### config.mk
export PLATFORM = sky130hd
export DESIGN_NAME = fma_special
export DESIGN_NICKNAME = d
export VERILOG_FILES = /design/src/logic/fma_pkg.sv /design/src/logic/fma_special.sv /design/src/logic/fma_class.sv
export VERILOG_INCLUDE_DIRS = /design/src /design/src/logic
export SDC_FILE = /design/constraint.sdc
export NUM_CORES = 2
export LEC_CHECK = 0
export BUFFER_PORTS_ARGS = -buffer_cell sky130_fd_sc_hd__buf_2
export CORE_MARGIN = 10
export CORE_UTILIZATION = 34
export CTS_CLUSTER_DIAMETER = 200
export DETAILED_ROUTE_END_ITERATION = 8
export PLACE_DENSITY_LB_ADDON = 0.08
export SETUP_SLACK_MARGIN = 0.1
export SYNTH_ARGS = -nofsm -noshare
export SYNTH_HDL_FRONTEND = slang
export SYNTH_HIERARCHICAL = 1
export SYNTH_SLANG_ARGS = --single-unit
### constraint.sdc
create_clock -name i_clk -period 0.8 [get_ports i_clk]
set_input_delay 0.04 -clock i_clk [delete_from_list [all_inputs] [get_ports i_clk]]
set_output_delay 0.04 -clock i_clk [all_outputs]
set_load 0.005 [all_outputs]
### src/logic/fma_regs.svh
// constants for the fused multiply-add result and exception block
// assumes a binary interchange format: sign, biased exponent, fraction
`ifndef FMA_REGS_SVH
`define FMA_REGS_SVH

// default operand format
`define FMA_EXP_W   8
`define FMA_FRAC_W  23

// exception flag positions
`define FMA_FLG_W   5
`define FMA_FLG_IE  0
`define FMA_FLG_DE  1
`define FMA_FLG_OE  2
`define FMA_FLG_UE  3
`define FMA_FLG_PE  4

// identification leaf and feature bit
`define FMA_ID_LEAF 32'h0000_0001
`define FMA_ID_BIT  12

`endif

### src/logic/fma_pkg.sv
// types shared by the fused multiply-add block
// assumes the rounding-control field of the pipeline is two bits
package fma_pkg;

    // rounding-control field
    typedef enum logic [1:0] {
        FMA_RM_NEAR,
        FMA_RM_DOWN,
        FMA_RM_UP,
        FMA_RM_ZERO
    } fma_rmode_t;

endpackage

### src/logic/fma_special.sv
// fused multiply-add result selection, rounding and exceptions
// assumes operands from the issuing pipeline on the same clock
`timescale 1ns/1ns
`include "fma_regs.svh"

module fma_special #(
    parameter int EW = `FMA_EXP_W,
    parameter int FW = `FMA_FRAC_W
) (
    // clock and reset
    input  wire logic                  i_clk,
    input  wire logic                  i_rstn,
    // operation request
    input  wire logic                  i_valid,
    input  wire logic                  i_neg_prod,
    input  wire logic                  i_neg_add,
    input  wire logic [1:0]            i_rmode,
    input  wire logic [EW+FW:0]        i_x,
    input  wire logic [EW+FW:0]        i_y,
    input  wire logic [EW+FW:0]        i_z,
    input  wire logic [EW+FW:0]        i_dst_old,
    input  wire logic [`FMA_FLG_W-1:0] i_mask,
    // status and identification
    input  wire logic                  i_status_clr,
    input  wire logic [31:0]           i_id_leaf,
    // result
    output logic                       o_valid,
    output logic [EW+FW:0]             o_result,
    output logic [`FMA_FLG_W-1:0]      o_flags,
    output logic                       o_fault,
    output logic                       o_invalid_status,
    output logic [31:0]                o_id_word
);

    localparam int N   = EW + FW + 1;
    localparam int M   = FW + 1;
    localparam int W   = 3 * M + 4;
    localparam int SW  = $clog2(W + 2);
    localparam int EXW = EW + 4;
    localparam logic signed [EXW-1:0] BIAS  = EXW'(2 ** (EW - 1) - 1);
    localparam logic signed [EXW-1:0] E_OFF = EXW'(FW + 6);
    localparam logic signed [EXW-1:0] S_TOP = EXW'(2 * M + 3);
    localparam logic signed [EXW-1:0] E_MAX = EXW'(2 ** EW - 1);
    localparam logic [N-1:0] DQNAN =
        {1'b1, {EW{1'b1}}, 1'b1, {(FW-1){1'b0}}};
    localparam logic [N-2:0] INF_M = {{EW{1'b1}}, {FW{1'b0}}};
    localparam logic [N-2:0] MAX_M = {{(EW-1){1'b1}}, 1'b0, {FW{1'b1}}};

    if (EW < 3 || FW < 2 || EW > 15) begin : g_bad
        $error("fma_special: unsupported operand format");
    end

    ////////////////////////////////////////////////////////////////////////
    // operand classification, index 0 x, 1 y, 2 z
    logic [N-1:0]  op    [3];
    logic [N-1:0]  quiet [3];
    logic [FW:0]   mant  [3];
    logic [EW-1:0] expo  [3];
    logic [2:0]    nan;
    logic [2:0]    snan;
    logic [2:0]    inf;
    logic [2:0]    zero;
    logic [2:0]    sub;

    assign op[0] = i_x;
    assign op[1] = i_y;
    assign op[2] = i_z;

    for (genvar g = 0; g < 3; g++) begin : g_cls
        fma_class #(.EW(EW), .FW(FW)) u_cls (
            .i_op    (op[g]),
            .o_nan   (nan[g]),
            .o_snan  (snan[g]),
            .o_inf   (inf[g]),
            .o_zero  (zero[g]),
            .o_sub   (sub[g]),
            .o_quiet (quiet[g]),
            .o_mant  (mant[g]),
            .o_exp   (expo[g])
        );
    end

    // effective signs of product and addend
    fma_pkg::fma_rmode_t rm;
    logic sp;
    logic sz;
    logic eff_sub;
    logic rd;

    assign rm      = fma_pkg::fma_rmode_t'(i_rmode);
    assign sp      = i_x[N-1] ^ i_y[N-1] ^ i_neg_prod;
    assign sz      = i_z[N-1] ^ i_neg_add;
    assign eff_sub = sp ^ sz;
    assign rd      = (rm == fma_pkg::FMA_RM_DOWN);

    ////////////////////////////////////////////////////////////////////////
    // leading zero count of the exact sum
    function automatic logic [SW-1:0] lzc_f(input logic [W:0] v);
        logic [SW-1:0] n;
        logic          hit;
        n   = '0;
        hit = 1'b0;
        for (int i = W; i >= 0; i--) begin
            if (!hit && !v[i]) begin
                n = n + SW'(1);
            end else begin
                hit = 1'b1;
            end
        end
        return n;
    endfunction

    ////////////////////////////////////////////////////////////////////////
    // exact product, aligned addend, one rounding
    logic [2*M-1:0]        prod;
    logic signed [EXW-1:0] sh;
    logic [SW-1:0]         sh_u;
    logic [W-1:0]          a_fr;
    logic [W-1:0]          z_top;
    logic [W-1:0]          b_fr;
    logic [W:0]            mag;
    logic                  msign;
    logic                  mag_zero;
    logic [SW-1:0]         lz;
    logic [W:0]            norm;
    logic signed [EXW-1:0] er;
    logic [M+1:0]          t;
    logic [M+1:0]          t2;
    logic [SW-1:0]         dsh;
    logic [N-2:0]          rnd;
    logic                  inc;
    logic                  ovf;
    logic                  inexact;
    logic [N-1:0]          fin_res;
    logic [`FMA_FLG_W-1:0] fin_flg;

    always_comb begin
        // product held exact, no rounding before the add
        prod  = mant[0] * mant[1];
        sh    = S_TOP - ({4'h0, expo[2]} - {4'h0, expo[0]}
              - {4'h0, expo[1]} + BIAS + EXW'(FW));
        sh_u  = (sh <= 0) ? '0 : (sh >= EXW'(W)) ? SW'(W) : sh[SW-1:0];
        a_fr  = {{(M+3){1'b0}}, prod, 1'b0};
        z_top = {mant[2], {(2*M+4){1'b0}}};
        // shifted-out addend bits kept as sticky
        b_fr  = (z_top >> sh_u)
              | {{(W-1){1'b0}}, |(z_top & ~({W{1'b1}} << sh_u))};
        if (!eff_sub) begin
            mag   = {1'b0, a_fr} + {1'b0, b_fr};
            msign = sp;
        end else if (a_fr >= b_fr) begin
            mag   = {1'b0, a_fr - b_fr};
            msign = sp;
        end else begin
            mag   = {1'b0, b_fr - a_fr};
            msign = sz;
        end
        mag_zero = ~|mag;
        lz   = lzc_f(mag);
        norm = mag << lz;
        // addend far above the product: lift exponent by the clamped shift
        er   = {4'h0, expo[0]} + {4'h0, expo[1]} - BIAS + E_OFF
             - {{(EXW-SW){1'b0}}, lz} + ((sh < 0) ? -sh : EXW'(0));
        t    = {norm[W:W-M], |norm[W-M-1:0]};
        // tiny results shifted into the subnormal range
        dsh  = (er > 0) ? '0 : (EXW'(1) - er > EXW'(M + 2)) ?
               SW'(M + 2) : SW'(EXW'(1) - er);
        t2   = (t >> dsh) | {{(M+1){1'b0}},
               |(t & ~({(M+2){1'b1}} << dsh))};
        unique case (rm)
            fma_pkg::FMA_RM_NEAR: inc = t2[1] & (t2[0] | t2[2]);
            fma_pkg::FMA_RM_DOWN: inc = (t2[1] | t2[0]) & msign;
            fma_pkg::FMA_RM_UP:   inc = (t2[1] | t2[0]) & ~msign;
            fma_pkg::FMA_RM_ZERO: inc = 1'b0;
        endcase
        // carry from the fraction walks into the exponent
        rnd = {(er > 0) ? er[EW-1:0] : EW'(0), t2[M:2]}
            + {{(N-2){1'b0}}, inc};
        ovf = (er >= E_MAX) | (&rnd[N-2:FW]);
        inexact = t2[1] | t2[0] | ovf;
        fin_flg = '0;
        fin_flg[`FMA_FLG_OE] = ovf;
        fin_flg[`FMA_FLG_UE] = (er <= 0) & inexact;
        fin_flg[`FMA_FLG_PE] = inexact;
        if (mag_zero) begin
            // like signs keep it, cancellation follows the mode
            fin_res = {eff_sub ? rd : sp, {(N-1){1'b0}}};
            fin_flg = '0;
        end else if (ovf) begin
            fin_res = {msign, (rm == fma_pkg::FMA_RM_ZERO
                      || (rd && !msign)
                      || (rm == fma_pkg::FMA_RM_UP && msign))
                      ? MAX_M : INF_M};
        end else begin
            fin_res = {msign, rnd};
        end
    end

    ////////////////////////////////////////////////////////////////////////
    // special operand selection by priority
    logic                  prod_inf;
    logic                  inf_zero;
    logic [N-1:0]          res_c;
    logic [`FMA_FLG_W-1:0] flg_c;
    logic                  fault_c;

    assign prod_inf = inf[0] | inf[1];
    assign inf_zero = (inf[0] & zero[1]) | (zero[0] & inf[1]);

    always_comb begin
        flg_c = '0;
        if (nan[0]) begin
            res_c = quiet[0];
            flg_c[`FMA_FLG_IE] = |snan;
        end else if (nan[1]) begin
            res_c = quiet[1];
            flg_c[`FMA_FLG_IE] = snan[1] | snan[2];
        end else if (nan[2]) begin
            res_c = quiet[2];
            flg_c[`FMA_FLG_IE] = snan[2];
        end else if (inf_zero) begin
            res_c = DQNAN;
            flg_c[`FMA_FLG_IE] = 1'b1;
        end else if (prod_inf && inf[2] && eff_sub) begin
            res_c = DQNAN;
            flg_c[`FMA_FLG_IE] = 1'b1;
        end else if (prod_inf) begin
            res_c = {sp, INF_M};
        end else if (inf[2]) begin
            res_c = {sz, INF_M};
        end else begin
            res_c = fin_res;
            flg_c = fin_flg;
            flg_c[`FMA_FLG_DE] = |sub;
        end
        fault_c = |(flg_c & ~i_mask);
    end

    ////////////////////////////////////////////////////////////////////////
    // output and status registers
    logic                  valid_r;
    logic                  valid_nxt;
    logic [N-1:0]          res_r;
    logic [N-1:0]          res_nxt;
    logic [`FMA_FLG_W-1:0] flg_r;
    logic [`FMA_FLG_W-1:0] flg_nxt;
    logic                  fault_r;
    logic                  fault_nxt;
    logic                  stat_r;
    logic                  stat_nxt;
    logic [31:0]           id_r;
    logic [31:0]           id_nxt;

    always_comb begin
        valid_nxt = i_valid;
        res_nxt   = res_r;
        flg_nxt   = '0;
        fault_nxt = 1'b0;
        if (i_valid) begin
            // destination kept when an unmasked exception traps
            res_nxt   = fault_c ? i_dst_old : res_c;
            flg_nxt   = flg_c;
            fault_nxt = fault_c;
        end
        // set wins over a clear in the same cycle
        stat_nxt = (stat_r & ~i_status_clr)
                 | (i_valid & flg_c[`FMA_FLG_IE]);
        id_nxt = (i_id_leaf == `FMA_ID_LEAF) ?
                 (32'h0000_0001 << `FMA_ID_BIT) : 32'h0000_0000;
    end

    always_ff @(posedge i_clk or negedge i_rstn) begin
        if (!i_rstn) begin
            valid_r <= 1'b0;
            res_r   <= '0;
            flg_r   <= '0;
            fault_r <= 1'b0;
            stat_r  <= 1'b0;
            id_r    <= 32'h0000_0000;
        end else begin
            valid_r <= valid_nxt;
            res_r   <= res_nxt;
            flg_r   <= flg_nxt;
            fault_r <= fault_nxt;
            stat_r  <= stat_nxt;
            id_r    <= id_nxt;
        end
    end

    assign o_valid          = valid_r;
    assign o_result         = res_r;
    assign o_flags          = flg_r;
    assign o_fault          = fault_r;
    assign o_invalid_status = stat_r;
    assign o_id_word        = id_r;

    logic ok_c;
    assign ok_c = i_valid & ~fault_c;
endmodule

### src/logic/fma_class.sv
// operand classifier for the fused multiply-add block
// assumes a sign, biased exponent, fraction operand layout
`timescale 1ns/1ns

module fma_class #(
    parameter int EW = 8,
    parameter int FW = 23
) (
    // operand
    input  wire logic [EW+FW:0] i_op,
    // class
    output logic                o_nan,
    output logic                o_snan,
    output logic                o_inf,
    output logic                o_zero,
    output logic                o_sub,
    // quieted copy, significand, effective exponent
    output logic [EW+FW:0]      o_quiet,
    output logic [FW:0]         o_mant,
    output logic [EW-1:0]       o_exp
);

    logic ex_ones;
    logic ex_zero;
    logic fr_zero;

    ////////////////////////////////////////////////////////////////////////
    // field tests
    assign ex_ones = &i_op[EW+FW-1:FW];
    assign ex_zero = ~|i_op[EW+FW-1:FW];
    assign fr_zero = ~|i_op[FW-1:0];

    // class decode
    assign o_nan  = ex_ones & ~fr_zero;
    assign o_snan = o_nan & ~i_op[FW-1];
    assign o_inf  = ex_ones & fr_zero;
    assign o_zero = ex_zero & fr_zero;
    assign o_sub  = ex_zero & ~fr_zero;

    // quiet bit forced, sign and payload kept
    assign o_quiet = i_op | {{(EW+1){1'b0}}, 1'b1, {(FW-1){1'b0}}};

    // hidden bit and subnormal exponent of one
    assign o_mant = {~ex_zero, i_op[FW-1:0]};
    assign o_exp  = ex_zero ? EW'(1) : i_op[EW+FW-1:FW];

endmodule

**Word-level counts from Yosys, hierarchy flattened**

Index checks and enable logic that the tools add are counted.

- $add $sub $neg: 92
- Multiply operators: 1
- Magnitude comparators: 8
- Equality and inequality tests: 4
- Shifts and indexed selects: 5
- Muxes and demuxes: 195
- Bitwise gates (word level): 47
- Reductions and logical operators: 259

Operators by type and width:

| operator | number |
|---|---|
| $mux 7 | 80 |
| $add 7x1->7 const B | 76 |
| $mux 32 | 9 |
| $logic_not 1->1 | 159 |
| $mux 1 | 86 |
| $logic_and 1x1->1 | 80 |
| $add 49x76->77 | 1 |
| $mux 77 | 1 |
| $reduce_or 77->1 | 1 |
| $shl 77x7->77 | 1 |
| $and 76x76->76 | 1 |
| $ge 49x76->1 | 1 |
| $mux 76 | 1 |
| $not 76->76 | 1 |
| $or 76x1->76 | 1 |
| $reduce_or 76->1 | 1 |
| $shl 76x7->76 const A | 1 |
| $shr 76x7->76 | 1 |
| $sub 49x76->76 | 1 |
| $sub 76x49->76 | 1 |
| $reduce_or 23->1 | 3 |
| $reduce_or 52->1 | 1 |
| $mul 24x24->48 | 1 |
| $eq 32x1->1 const B | 1 |
| other kinds (47) | 101 |

- Register bits after elaboration: 53
- Input port bits: 173
- Output and inout port bits: 72
- Logic and storage cells: 617

**Logic depth before layout (Yosys ltp)**

- Depth after elaboration: 276
- Depth in mapped cells: 371
- Depth with buffers taken out: 362

**Hierarchy**

The synthesis kept the hierarchy.

By module, submodules not included:

| module | instances | cells an instance | area an instance (sq um) | seq. area each (sq um) |
|---|---|---|---|---|
| fma_special | 1 | 8621 | 60475.5 | 1026.0 |
| fma_class | 3 | 85 | 595.6 | 0.0 |

**Least setup slack after synthesis**

No wires, ideal clock.

- Kind: in2reg
- From: input port i_y[5]
- To: register res_r[22] (netlist: o_result[22])
- Library setup time: 0.077 ns
- Data arrival time: 64.246 ns
- Slack: -63.523 ns
- Stages on the path: 351
- Path through: buf_4 clkbuf_1 nand2_1 fa_1 inv_1 fa_1 inv_1 fa_1 inv_1 ha_1 fa_1 inv_1 fa_1 fa_1 inv_1 ha_1 a21oi_1 o21bai_1 (+315 left out) nor2_1 a211oi_1 o2111ai_1 or2_2 inv_1 a21oi_1 ha_1 ha_1 nand3b_1 a21o_1 or4_1 buf_2 o31a_1 o22ai_2 nor2_1 or4_1 a311o_1 a21oi_1

- Cells in the longest elaborated chain, start to end: 262
- Elaborated cells on any way between the ends: 544

RTL lines:

| element | line | text |
|---|---|---|
| start: declaration | fma_special.sv:19 | `input wire logic [EW+FW:0] i_y,` |
| branches (longest 261 deep; another with $add 49x76->77) | -- |  |
| $mux 32 * | fma_special.sv:261 | `res_nxt = fault_c ? i_dst_old : res_c;` |
| end signal: assignment | fma_special.sv:282 | `res_r <= res_nxt;` |
| end: declaration | fma_special.sv:243 | `logic [N-1:0] res_r;` |

Every way passes the cells marked *.
A chain may end at the register's enable or synchronous reset.

**Worst setup path after layout**

- From: input port i_x[8]
- To: register res_r[18] (netlist: o_result[18])

- Cells in the longest elaborated chain, start to end: 262
- Elaborated cells on any way between the ends: 543

RTL lines:

| element | line | text |
|---|---|---|
| start: declaration | fma_special.sv:18 | `input wire logic [EW+FW:0] i_x,` |
| branches (longest 261 deep; another with $add 49x76->77) | -- |  |
| $mux 32 * | fma_special.sv:261 |  |

Marked as above.

==> results.md <==
- Status: complete, but fails checks
- Failing checks: negative hold slack, negative setup slack
- Fmax achieved: 16.3 MHz
- Final Hold Viols: 1
- Crit-path max cell delay: 580 ps
- Tmin final: 61420 ps
- Worst setup EP type: flop
- Core area: 0.181 sq mm
- R2R Path End: o_result[6]
- Max-Cap Viols: 0
- Hold Slack: -0.333 ps
- Clock Skews: 0 ps
- GP Congestion: 1.05
- DRC: 0
- Startpoint Class: input pin
- RSZ-0062 raised after global routing: true
- Largest fanout on the critical path: 7
- Via count: 78900
- Fin. max-slew vios: 0
- Min-Delay Path Depth: 4
- CTS Buf Count: 5
- # rows: 156
- Crit path buffers/inverters: 26
- PortBufs: 213
- FF-to-FF setup slack: 20 ps
- NumNets Final: 13000
- Starting DRT DRC Count: 7148
- Die height: 448 um
- Slew HR: 31.5%
- Initial antenna violation count: 11
- Grt ovf: 0
- WS Path Type: in2reg
- Starting Density: 34.3%
- Syn avg cell area: 7.01 sq um
- Syn Inst Count: 8875
- DRT Wirelength: 352 mm
- Largest net degree at the start of global routing: 87
- # H-tree levels: 2
- R2R depth: 3
- Min-delay src: i_id_leaf[14]
- Drt pass-1 iters: 6
- Area Growth Syn to Fin: 49.7%
- Reg clk slew, reported paths: 60 ps
- Dpl hpwl: 302 mm
- Clock Tree Buf Depth: 2
- Wire per inst: 24.6 um
- Die area: 0.201 sq mm
- Die X: 448 um
- Worst-Margin Slew: 1020 ps
- Commonest non-fill, non-tap cell in the layout: buf_4
- Pre-CTS setup slack: -63330 ps
- Mapped cell area: 0.0623 sq mm
- DRT antenna net count: 0
- First-pass GRT wire length: 515 mm
- Root Driver: clkbuf_16
- Vias per inst: 5.52
- # IOs: 245
- Worst Hold Class: in2reg
- RR Startpoint: o_result[6]
- Gr usage total: 33.6%
- Dominant delay contributor by cell family on the critical path: adder cells
- Yosys Warn Count: 6
- Final WS setup: -60620 ps
- Crit path required time: 1020 ps
- Final setup viols: 80
- Clock Latency Late Sink: 300 ps
- CTS tree: built
- Clk sink count: 41
- Hold EP: o_id_word[12]
- Vias in the first global route: 78600
- Most frequent cells in the layout: buf_4, nand2_1, inv_1
- Critical Path AT: 61640 ps
- Slowest-stage cell, CP: fa_1
- Fraction of layout cells with a size suffix above 1: 36.6%
- CP most frequent cell: ha_4
- Core Util, Final: 51.4%
- Final period utilization: 7680%
## flip-flops by register name, summed over array words and instances, names as in the netlist
name,count
o_fault,1
o_flags,5
o_id_word,1
o_invalid_status,1
o_result,32
o_valid,1
## worst max path at each step
stage / slack [ps] / startpoint / endpoint / cells after the start
2_1_floorplan: -60110 / i_x[4] / o_result[22] / 352
3_3_place_gp: -61940 / i_y[5] / o_result[8] / 352
3_5_place_dp: -63330 / i_y[5] / o_result[8] / 357
4_1_cts: -60040 / i_x[8] / o_result[18] / 356
5_1_grt: -63910 / i_x[8] / o_result[18] / 357
6_report: -60620 / i_x[8] / o_result[18] / 352
## tightest hold or removal path: cells and delay by family
family | cells | cell delay [ps]
buffers and inverters | 1 | 70
and+or+nand+nor | 3 | 150
## through the flow
stage / instance area [sq um] / std cells / TNS [ps]
2_1_floorplan: 63700 / 8905 / -2163300
3_3_place_gp: 89300 / 14100 / -2230170
3_5_place_dp: 89300 / 14100 / -2276240
4_1_cts: 91500 / 14200 / -2162700
5_1_grt: 93200 / 14300 / -2301880
6_report: 93200 / 14300 / -2182730
## layout make-up
| type | count | area [sq um] |
|---|---|---|
| fillers | 18300 | 88100 |
| multi-input cells | 7272 | 57300 |
| repair buffers | 3694 | 28400 |
| inverters | 899 | 3380 |
| well taps | 2370 | 2970 |
| flip-flops and latches | 41 | 1030 |
| clock buffers | 5 | 125 |
| clock inverters | 3 | 17.5 |
| diodes | 6 | 15.0 |
## layer usage
metal / share of wire, % / routed length, um / GRT usage [%]
met1: 45 / 157000 / 46.4
met2: 42 / 150000 / 51.9
met3: 7.7 / 26900 / 5.22
met4: 5.3 / 18600 / 14.1
met5: 0.018 / 63 / 0
## what timing repair did
| item | in CTS | in global routing |
|---|---|---|
| setup buffers | 131 | 67 |
| pin swaps | 233 | 164 |
| resized for setup | 207 | 273 |
| hold buffers | 2 | 0 |
| cloned | 4 | 1 |
| setup endpoints to repair | 80 | 80 |
| hold endpoints to repair | 43 | 0 |
Power is left out: the tool's default activity adds up to more than one toggle a clock period on the data nets, which glitch-free logic cannot reach.
